## config.mk

```make
export PLATFORM = sky130hd
export DESIGN_NAME = aie_exec
export DESIGN_NICKNAME = d
export VERILOG_FILES = /design/src/logic/aie_pkg.sv /design/src/logic/aie_alu.sv /design/src/logic/aie_exec.sv
export SDC_FILE = /design/constraint.sdc
export NUM_CORES = 1
export LEC_CHECK = 0
export BUFFER_PORTS_ARGS = -buffer_cell sky130_fd_sc_hd__buf_2
export CAP_MARGIN = 20
export CORE_ASPECT_RATIO = 1.2
export CORE_UTILIZATION = 26
export DETAILED_ROUTE_END_ITERATION = 16
export GPL_TIMING_DRIVEN = 1
export SYNTH_ARGS = -nofsm -noshare
export SYNTH_HDL_FRONTEND = slang
export SYNTH_HIERARCHICAL = 1
export SYNTH_SLANG_ARGS = --single-unit
```

## constraint.sdc

```tcl
create_clock -name sys_clk_in -period 6.4 [get_ports sys_clk_in]
set_input_delay 0.32 -clock sys_clk_in [delete_from_list [all_inputs] [get_ports sys_clk_in]]
set_output_delay 0.32 -clock sys_clk_in [all_outputs]
set_load 0.02 [all_outputs]
```

## src/logic/aie_pkg.sv

```systemverilog
`default_nettype none
package aie_pkg;
    // data path and address widths
    localparam int DATA_W = 8;
    localparam int ADDR_W = 12;
    localparam int INSTR_W = 16;
    // opcode fields
    localparam logic [7:0] OPC_ADD_LIT = 8'h0F;
    localparam logic [7:0] OPC_AND_LIT = 8'h0B;
    localparam logic [5:0] OPC_ADD_REG = 6'h09;
    localparam logic [5:0] OPC_ADD_CARRY_REG = 6'h08;
    // field positions inside the instruction word
    localparam int DEST_BIT = 9;
    localparam int ACCESS_BIT = 8;
    // access bank split and indexed literal offset limit
    localparam logic [7:0] INDEX_LIMIT = 8'h5F;
    localparam logic [7:0] ACCESS_SPLIT = 8'h60;
    localparam logic [3:0] ACCESS_LOW_BANK = 4'h0;
    localparam logic [3:0] ACCESS_HIGH_BANK = 4'hF;
    // values after reset
    localparam logic [7:0] W_RESET = 8'h00;
    localparam logic [15:0] INSTR_RESET = 16'h0000;

    typedef enum logic [2:0] {
        OP_NONE,
        OP_ADD_LIT,
        OP_ADD_REG,
        OP_ADD_CARRY_REG,
        OP_AND_LIT
    } aie_op_type;

    typedef enum logic [2:0] {
        PH_IDLE,
        PH_DECODE,
        PH_READ,
        PH_PROC,
        PH_WRITE
    } aie_phase_type;

    typedef struct packed {
        logic n;
        logic overflow_flag;
        logic z;
        logic digit_carry_flag;
        logic c;
    } aie_flags_type;

    localparam aie_flags_type FLAGS_RESET = 5'h00;

    typedef struct packed {
        logic [ADDR_W-1:0] addr;
        logic wr_en;
        logic [DATA_W-1:0] wr_data;
    } aie_mem_req_type;
endpackage
`default_nettype wire

```

## src/logic/aie_alu.sv

```systemverilog
`default_nettype none
module aie_alu (
    // operation and operands
    input wire aie_pkg::aie_op_type op_in,
    input wire logic [7:0] w_in,
    input wire logic [7:0] opnd_in,
    input wire aie_pkg::aie_flags_type flags_in,
    // result and new flags
    output logic [7:0] result_out,
    output var aie_pkg::aie_flags_type flags_out
);
    logic [4:0] low_sum;
    logic [8:0] sum9;
    logic cin;

    // carry in only for the carry form of the add
    always_comb begin
        cin = (op_in == aie_pkg::OP_ADD_CARRY_REG) ? flags_in.c : 1'b0;
        low_sum = {1'b0, w_in[3:0]} + {1'b0, opnd_in[3:0]} + {4'h0, cin};
        sum9 = {1'b0, w_in} + {1'b0, opnd_in} + {8'h00, cin};
        flags_out = flags_in;
        result_out = 8'h00;
        case (op_in)
            aie_pkg::OP_ADD_LIT, aie_pkg::OP_ADD_REG, aie_pkg::OP_ADD_CARRY_REG: begin
                result_out = sum9[7:0];
                // all five flags follow an add
                flags_out.c = sum9[8];
                flags_out.digit_carry_flag = low_sum[4];
                flags_out.overflow_flag = (w_in[7] == opnd_in[7]) && (sum9[7] != w_in[7]);
                flags_out.z = (sum9[7:0] == 8'h00);
                flags_out.n = sum9[7];
            end
            aie_pkg::OP_AND_LIT: begin
                result_out = w_in & opnd_in;
                // only zero and negative move, the rest are kept
                flags_out.z = ((w_in & opnd_in) == 8'h00);
                flags_out.n = w_in[7] & opnd_in[7];
            end
            default: begin
                result_out = 8'h00;
            end
        endcase
    end
endmodule // aie_alu
`default_nettype wire

```

## src/logic/aie_exec.sv

```systemverilog
`default_nettype none
module aie_exec (
    // clock and reset
    input wire logic sys_clk_in,
    input wire logic rst_n_in,
    // instruction hand-in
    input wire logic instr_valid_in,
    input wire logic [15:0] instr_in,
    output logic instr_ready_out,
    // core state used for addressing
    input wire logic ext_set_en_in,
    input wire logic [3:0] bank_select_register_in,
    input wire logic [11:0] index_base_in,
    // data memory
    input wire logic [7:0] mem_rd_data_in,
    output var aie_pkg::aie_mem_req_type mem_req_out,
    // architectural state
    output logic [7:0] w_out,
    output var aie_pkg::aie_flags_type flags_out,
    output logic done_out
);
    aie_pkg::aie_phase_type st_q, st_d;
    aie_pkg::aie_op_type op_q, op_d;
    aie_pkg::aie_flags_type flags_q, flags_d, alu_flags;
    logic [15:0] instr_q, instr_d;
    logic [11:0] addr_q, addr_d;
    logic [7:0] opnd_q, opnd_d, res_q, res_d, w_q, w_d, alu_res;
    logic wr_en_q, wr_en_d, done_q, done_d, ready_q, ready_d;
    logic to_w;
    logic [8:0] exp_sum9;

    // opcode decode, shared by the datapath and its checks
    function automatic aie_pkg::aie_op_type decode_op(input logic [15:0] ins);
        aie_pkg::aie_op_type op;
        op = aie_pkg::OP_NONE;
        if (ins[15:8] == aie_pkg::OPC_ADD_LIT) begin
            op = aie_pkg::OP_ADD_LIT;
        end else if (ins[15:8] == aie_pkg::OPC_AND_LIT) begin
            op = aie_pkg::OP_AND_LIT;
        end else if (ins[15:10] == aie_pkg::OPC_ADD_REG) begin
            op = aie_pkg::OP_ADD_REG;
        end else if (ins[15:10] == aie_pkg::OPC_ADD_CARRY_REG) begin
            op = aie_pkg::OP_ADD_CARRY_REG;
        end
        return op;
    endfunction

    function automatic logic is_file_op(input aie_pkg::aie_op_type op);
        return (op == aie_pkg::OP_ADD_REG) || (op == aie_pkg::OP_ADD_CARRY_REG);
    endfunction

    // file address resolution; bank select and index base sampled in decode
    function automatic logic [11:0] resolve_addr(input logic [7:0] f, input logic acc,
        input logic ext, input logic [3:0] bank, input logic [11:0] base);
        logic [11:0] a;
        a = {bank, f};
        if (!acc) begin
            if (ext && (f <= aie_pkg::INDEX_LIMIT)) begin
                a = base + {4'h0, f};
            end else if (f < aie_pkg::ACCESS_SPLIT) begin
                a = {aie_pkg::ACCESS_LOW_BANK, f};
            end else begin
                a = {aie_pkg::ACCESS_HIGH_BANK, f};
            end
        end
        return a;
    endfunction

    aie_alu u_alu (
        .op_in(op_q),
        .w_in(w_q),
        .opnd_in(opnd_q),
        .flags_in(flags_q),
        .result_out(alu_res),
        .flags_out(alu_flags)
    );

    // literals and destination 0 go to the working register
    assign to_w = !is_file_op(op_q) || !instr_q[aie_pkg::DEST_BIT];

    // phase sequencer and datapath next values
    always_comb begin
        st_d = st_q;
        op_d = op_q;
        instr_d = instr_q;
        addr_d = addr_q;
        opnd_d = opnd_q;
        res_d = res_q;
        w_d = w_q;
        flags_d = flags_q;
        wr_en_d = 1'b0;
        done_d = 1'b0;
        case (st_q)
            aie_pkg::PH_IDLE, aie_pkg::PH_WRITE: begin
                // a new word may enter while the previous one writes
                if (instr_valid_in && ready_q) begin
                    instr_d = instr_in;
                    st_d = aie_pkg::PH_DECODE;
                end else begin
                    st_d = aie_pkg::PH_IDLE;
                end
            end
            aie_pkg::PH_DECODE: begin
                op_d = decode_op(instr_q);
                addr_d = resolve_addr(instr_q[7:0], instr_q[aie_pkg::ACCESS_BIT],
                    ext_set_en_in, bank_select_register_in, index_base_in);
                st_d = aie_pkg::PH_READ;
            end
            aie_pkg::PH_READ: begin
                // memory answers combinationally to the registered address
                opnd_d = is_file_op(op_q) ? mem_rd_data_in : instr_q[7:0];
                st_d = aie_pkg::PH_PROC;
            end
            aie_pkg::PH_PROC: begin
                // result commits at the end of processing, shows in write phase
                if (op_q != aie_pkg::OP_NONE) begin
                    flags_d = alu_flags;
                    res_d = alu_res;
                    if (to_w) begin
                        w_d = alu_res;
                    end else begin
                        wr_en_d = 1'b1;
                    end
                end
                done_d = 1'b1;
                st_d = aie_pkg::PH_WRITE;
            end
            default: begin
                st_d = aie_pkg::PH_IDLE;
            end
        endcase
        ready_d = (st_d == aie_pkg::PH_IDLE) || (st_d == aie_pkg::PH_WRITE);
    end

    // state registers
    always_ff @(posedge sys_clk_in or negedge rst_n_in) begin
        if (!rst_n_in) begin
            st_q <= aie_pkg::PH_IDLE;
            op_q <= aie_pkg::OP_NONE;
            instr_q <= aie_pkg::INSTR_RESET;
            addr_q <= 12'h000;
            opnd_q <= 8'h00;
            res_q <= 8'h00;
            w_q <= aie_pkg::W_RESET;
            flags_q <= aie_pkg::FLAGS_RESET;
            wr_en_q <= 1'b0;
            done_q <= 1'b0;
            ready_q <= 1'b1;
        end else begin
            st_q <= st_d;
            op_q <= op_d;
            instr_q <= instr_d;
            addr_q <= addr_d;
            opnd_q <= opnd_d;
            res_q <= res_d;
            w_q <= w_d;
            flags_q <= flags_d;
            wr_en_q <= wr_en_d;
            done_q <= done_d;
            ready_q <= ready_d;
        end
    end

    assign instr_ready_out = ready_q;
    assign mem_req_out = '{addr: addr_q, wr_en: wr_en_q, wr_data: res_q};
    assign w_out = w_q;
    assign flags_out = flags_q;
    assign done_out = done_q;

    // independent sum model for the checks below
    assign exp_sum9 = {1'b0, w_q} + {1'b0, opnd_q}
        + {8'h00, (op_q == aie_pkg::OP_ADD_CARRY_REG) & flags_q.c};
endmodule // aie_exec
`default_nettype wire

```

==> results.yml, run 1 <==
floorplan:
  rows: 47
  chipHeight_um: 134
  chipWidth_um: 112
  design.core.area_mm2: 0.0140
  floorplan.die_area_mm2: 0.0150
  floorplan.initialDensity: 0.270
  io_pins: 80
sta:
  slew_violations: 0
  max_clock_freq_ghz: 0.315
  fin_setup_tns_ns: 0
  timing.final.setup_violations: 0
  worst_relative_slew_slack: 0.367
  min_period_ns: 3.17
  finalHoldViolations: 0
  fin_worst_skew_ns: 0.00986
  layout_worst_path_cycle_share: 0.496
  timing_worst_slew_pin_value_ns: 0.947
  rsz0062_at_grt: "false"
clock_network:
  insertion_delay_ns: 0.34
  cts_setup_buffers: 0
  cts_hold_buffers: 0
  clock_tree.root_cell: "sky130_fd_sc_hd__clkbuf_16"
  clkSlewWorstSetupHoldPaths_ns: 0.05
  clock_tree.buffer_depth: 2
  clock_tree_from_tritoncts: "done"
  clkSinkCount: 66
  ctsHtreeMaxLevel: 3
  ctsResizeCount: 0
  tritoncts.num_buffers: 9
worst_setup_path:
  critical_path_required_ns: 6.67
  crit_path_end_kind: "flop"
  cp.arrival_ns: 3.45
  crit_path_max_fanout: 21
  critPathLaunchType: "flop"
  critical_path_class: "flop to flop"
synthesis:
  synthesized_instance_count: 356
  syn_area_mm2: 0.00377
  async_sr_flop_fraction: 1.00
  synth_seq_cells: 66
  yosys-top-cells-area: "sky130_fd_sc_hd__dfrtp_1 (43%), sky130_fd_sc_hd__mux2_2 (11%), sky130_fd_sc_hd__ha_1 (5.3%), sky130_fd_sc_hd__a21oi_1 (3.7%), sky130_fd_sc_hd__mux2i_1 (2.9%)"
  synth_top_cell_area_share: 0.431
  synth_area_per_cell_um2: 10.6
  ys_top_cells_by_count: "sky130_fd_sc_hd__dfrtp_1 (65), sky130_fd_sc_hd__mux2_2 (36), sky130_fd_sc_hd__a21oi_1 (28)"
  synth_area_leader_cell: "sky130_fd_sc_hd__dfrtp_1"
  synth_nets: 419
  synth.lib_cells_used.distinct: 62
  synth.yosys.warnings: 6
  synth_most_common_cell: "sky130_fd_sc_hd__dfrtp_1"
  number_of_synthesized_flops_with_an_enable_pin: 0
  seq_area_frac_synth: 0.438
  postSynth.topFlopCell: "sky130_fd_sc_hd__dfrtp_1"
route:
  antenna_violating_nets_post_route: 0
  detail_route.wl_per_cell_um: 15.5
  detail_route.first_pass.iterations: 10
  detail_route.wirelength_um: 9460
  vias: 3011
  drt_iter0_markers: 112
  remaining_drc_errors: 7
  post_drt_via_cell_ratio: 4.93
pwr:
  power_frac_clock: 0.212
  p_comb_frac: 0.461
  power_leakage_uw: 0.00216
  cell_internal_pwr_uw: 1320
  seq_power_share: 0.327
  pwr_density_cell_mw_per_mm2: 486
  switchingPower_uw: 926
  post-layout-total-power_uw: 2240
  irDropWorstVdd_uv: 238
  switching_share: 0.412
outcome:
  failed_checks: "design-rule violations"
  outcome: "finished, violations left"
finish:
  insertedDiodeCount: 0
  area_growth_syn_to_layout_pct: 22.5
  num-nets-final: 498
  layout-drive-gt1-share: 0.343
place:
  numPortBuffers: 79
  gp_congestion: 0.908
  dpl.hpwl_um: 7170
global_route:
  globalRouteOverflowTotal: 0
  grt_start_max_net_pins: 67
  via_count_of_the_first_global_routing_pass: 3087
  track_usage: 0.134
  wire_length_of_the_first_global_routing_pass_um: 15600
  antenna_found_initial: 0
job:
  max-cap-violations: 0
hold_path:
  holdCritPathClass: "input port to async pin"
-- power groups by stage --
stage | registers (µW) | logic [µW] | clock network (µW)
2_1_floorplan | 790 | 703 | 0
3_5_place_dp | 746 | 1040 | 0
5_1_grt | 765 | 1150 | 509
4_1_cts | 739 | 1040 | 491
6_report | 734 | 1030 | 476
3_3_place_gp | 737 | 1020 | 0
-- cell usage in the layout, fill, tap and decap left out, drive strengths merged, types with 5 or more instances in the layout --
master	synthesis	final
xor2	7	7
nand2	23	23
nor3	7	7
mux2i	11	11
dfrtp	65	65
nor2	27	27
ha	16	16
nor2b	7	7
mux2	36	36
xnor2	5	5
clkbuf	6	13
inv	9	9
buf	8	82
nand3	12	12
o21ai	23	23
a21oi	29	29
-- cell families (layout without fill, tap and decap cells) --
kind of cell / Yosys count / after routing / share of synthesized area
AO/OA/AOI/OAI: 85 / 85 / 0.153
XOR/XNOR: 12 / 12 / 0.0279
adder cells (fa/ha/maj): 19 / 19 / 0.0690
buffers and inverters: 23 / 107 / 0.0292
flip-flops: 66 / 66 / 0.438
multiplexers: 47 / 47 / 0.137
AND/OR/NAND/NOR: 104 / 104 / 0.147
-- critical path, cell delays in order, from the launching register on --
cell and delay [ns]:
sky130_fd_sc_hd__dfrtp_1 0.73, sky130_fd_sc_hd__and4b_1 0.28, sky130_fd_sc_hd__fa_1 0.42, sky130_fd_sc_hd__inv_1 0.09, sky130_fd_sc_hd__fa_1 0.20, sky130_fd_sc_hd__nand2b_1 0.12, sky130_fd_sc_hd__a21oi_1 0.11, sky130_fd_sc_hd__a221oi_1 0.40
sky130_fd_sc_hd__xnor2_1 0.19, sky130_fd_sc_hd__nand4_1 0.14, sky130_fd_sc_hd__o31ai_2 0.24, sky130_fd_sc_hd__mux2_2 0.18
-- state kept, by name, summed over array words and instances, names as in the netlist --
register	flops
instr_q	16
st_q	3
wr_en_q	1
w_out	8
res_q	8
flags_out	5
instr_ready_out	1
done_out	1
addr_q	12
op_q	3
opnd_q	8
-- path summary, 6_finish.rpt --
check | startpoint | endpoint | cells after the start | slack (ns)
hold reg to reg | addr_q[1] | addr_q[1] | 2 | 0.47
setup / recovery | op_q[2] | flags_out[2] | 11 | 3.23
hold / removal | rst_n_in | res_q[3] | 2 | 0.18
min in group sys_clk_in | instr_in[1] | instr_q[1] | 3 | 0.20
max in group asynchronous | rst_n_in | addr_q[8] | 2 | 5.66
setup reg to reg | op_q[2] | flags_out[2] | 11 | 3.23
-- routing by layer --
layer,routed length [µm],share of wire,vias up,global-route usage
met5,0,0,-,0
met4,95,0.010,0,0.0467
met3,492,0.052,8,0.0398
met2,4640,0.49,80,0.226
met1,4230,0.45,1464,0.162
li1,-,-,1459,-
-- area by class of cell --
class / count / area (µm²)
Sequential cell: 66 / 1650
Clock inverter: 3 / 22.5
Tap cell: 171 / 214
Multi-Input combinational cell: 267 / 2010
Timing Repair Buffer: 82 / 418
Clock buffer: 13 / 270
Inverter: 9 / 33.8
Fill cell: 1435 / 9370
-- metrics by stage --
stage | instances | instance area [µm²] | util | hold slack [ns] | setup WS [ns]
6_report | 611 | 4620 | 0.330 | 0.176 | 3.23
3_3_place_gp | 595 | 4330 | 0.309 | 0.465 | 3.38
5_1_grt | 611 | 4620 | 0.330 | 0.204 | 3.03
3_5_place_dp | 595 | 4330 | 0.309 | 0.466 | 3.26
4_1_cts | 611 | 4620 | 0.330 | 0.184 | 3.24
2_1_floorplan | 356 | 3770 | - | 0.0244 | 3.65
Power figures use the tool's default switching activity.
==> run 2, diff against run 1 <==
==> constraint.sdc (replaced) <==
create_clock -name sys_clk_in -period 2.5 [get_ports sys_clk_in]
set_input_delay 0.125 -clock sys_clk_in [delete_from_list [all_inputs] [get_ports sys_clk_in]]
set_output_delay 0.125 -clock sys_clk_in [all_outputs]
set_load 0.02 [all_outputs]
==> results.yml, run 2 (synthesis gave the netlist of run 1 again) <==
worst_setup_path:
  cp.arrival_ns: 2.78
  r2r_slack_ns: -0.07
  critical_path_class: "flop to flop"
  crit_path_max_fanout: 3
  critPathLaunchType: "flop"
  crit_path_end_kind: "flop"
  critical_path_required_ns: 2.72
outcome:
  outcome: "finished, violations left"
  failed_checks: "design-rule violations, negative setup slack"
sta:
  timing.final.setup_violations: 4
  layout_setup_ws_ns: -0.0673
  layout_worst_path_cycle_share: 1.03
  slew_violations: 0
  fin_setup_tns_ns: -0.202
  rsz0062_at_grt: "true"
  fin_worst_skew_ns: 0.00580
  finalHoldViolations: 0
  min_period_ns: 2.57
  worst_relative_slew_slack: 0.430
  timing_worst_slew_pin_value_ns: 0.855
  max_clock_freq_ghz: 0.390
global_route:
  busiest_layer: "met2"
  antenna_found_initial: 0
  grtUsageMet1: 0.170
  grt_start_max_net_pins: 29
  track_usage: 0.142
  gr-usage-met3: 0.0316
  wire_length_of_the_first_global_routing_pass_um: 16400
  via_count_of_the_first_global_routing_pass: 3163
  grt_met2_usage: 0.242
  globalRouteOverflowTotal: 0
finish:
  util_after_layout: 0.346
  insertedDiodeCount: 0
  layout.cells.most_common_list: "sky130_fd_sc_hd__buf_2 (79), sky130_fd_sc_hd__dfrtp_1 (65), sky130_fd_sc_hd__mux2_2 (32), sky130_fd_sc_hd__nor2_1 (27), sky130_fd_sc_hd__a21oi_1 (27)"
  mostFrequentLayoutCell: "sky130_fd_sc_hd__buf_2"
  largest_registers: "instr_q: 16 flops, addr_q: 12 flops"
  regMostFlops: "instr_q"
  area_growth_syn_to_layout_pct: 28.2
  fillers: 1439
  post-route-cell-area_mm2: 0.00484
  layout-drive-gt1-share: 0.386
  largest_register_ff_count: 16
  num-nets-final: 514
route:
  antenna_violating_nets_post_route: 0
  vias: 3009
  post_drt_via_cell_ratio: 4.80
  detail_route.first_pass.iterations: 10
  detail_route.wirelength_um: 9870
  drt_iter0_markers: 124
  remaining_drc_errors: 1
  detail_route.wl_per_cell_um: 15.7
clock_network:
  clkSinkCount: 66
  clock_tree.buffer_depth: 2
  clkSlewWorstSetupHoldPaths_ns: 0.06
  clock_tree_from_tritoncts: "done"
  clock_tree.root_cell: "sky130_fd_sc_hd__clkbuf_16"
  insertion_delay_ns: 0.34
  ctsHtreeMaxLevel: 3
  tritoncts.num_buffers: 9
job:
  max-cap-violations: 0
pwr:
  post-layout-total-power_uw: 6040
  pwr_density_cell_mw_per_mm2: 1250
  power_leakage_uw: 0.00228
  irDropWorstVdd_uv: 516
floorplan:
  io_pins: 80
  floorplan.die_area_mm2: 0.0150
  floorplan.initialDensity: 0.270
  design.core.area_mm2: 0.0140
  chipHeight_um: 134
  rows: 47
  chipWidth_um: 112
place:
  gp_congestion: 0.879
  dpl.hpwl_um: 7440
  detailed_place.area_mm2: 0.00444
  numPortBuffers: 79
  dp_worst_setup_slack_ns: -0.0368
hold_path:
  holdCritPathClass: "input port to flop"
[run 2: power breakdown]
part           switching (µW)  internal (µW)  leakage [µW]
clock                     482            821      0.000151
combinational            1640           1240       0.00130
sequential                347           1500      0.000832
total                    2470           3560       0.00228
[run 2: path summary, 6_finish.rpt]
check | cells after the start | end | start
max | 9 | flags_out[4] | flags_out[0]
min | 2 | instr_q[12] | instr_in[12]
max reg2reg | 9 | flags_out[4] | flags_out[0]
min reg2reg | 2 | addr_q[3] | addr_q[3]
max in group asynchronous | 3 | instr_ready_out | rst_n_in
min in group asynchronous | 2 | w_out[3] | rst_n_in
[run 2: routing by layer]
layer  share of wire  routed length (µm)  up-vias
met1            0.43                4260     1430
met4           0.017                 165        0
li1                -                   -     1487
met5               0                   0        -
met3           0.058                 568       14
met2            0.49                4870       78
[run 2: final cells by class]
type / instances / area (µm²) / area share
Clock buffer: 11 / 253 / 0.0522
Clock inverter: 5 / 52.6 / 0.0109
Inverter: 9 / 33.8 / 0.00698
Multi-Input combinational cell: 267 / 2090 / 0.432
Sequential cell: 66 / 1650 / 0.342
Tap cell: 171 / 214 / 0.0442
Timing Repair Buffer: 98 / 543 / 0.112
[run 2: worst max-delay path, stage by stage, from the launching register on]
cell and delay [ns]:
sky130_fd_sc_hd__dfrtp_1 0.37, sky130_fd_sc_hd__and4b_1 0.23, sky130_fd_sc_hd__fa_2 0.36, sky130_fd_sc_hd__a211oi_2 0.28, sky130_fd_sc_hd__nor3b_2 0.09, sky130_fd_sc_hd__a221o_1 0.36
sky130_fd_sc_hd__or3_4 0.36, sky130_fd_sc_hd__nand3_4 0.08, sky130_fd_sc_hd__a32oi_2 0.06, sky130_fd_sc_hd__mux2_4 0.27
[run 2: timing repair]
item	4_1_cts	5_1_grt
setup endpoints to repair	4	8
hold buffers	2	0
pin swaps	6	3
resized for setup	8	5
buffers inserted	1	0
hold endpoints to repair	26	0
[run 2: stage by stage]
step                instances  hold WS (ns)
CTS                       627       0.00610
floorplan                 356        -0.171
global route              627        0.0144
global placement          608         0.192
detailed placement        608         0.203
finish                    627        0.0217
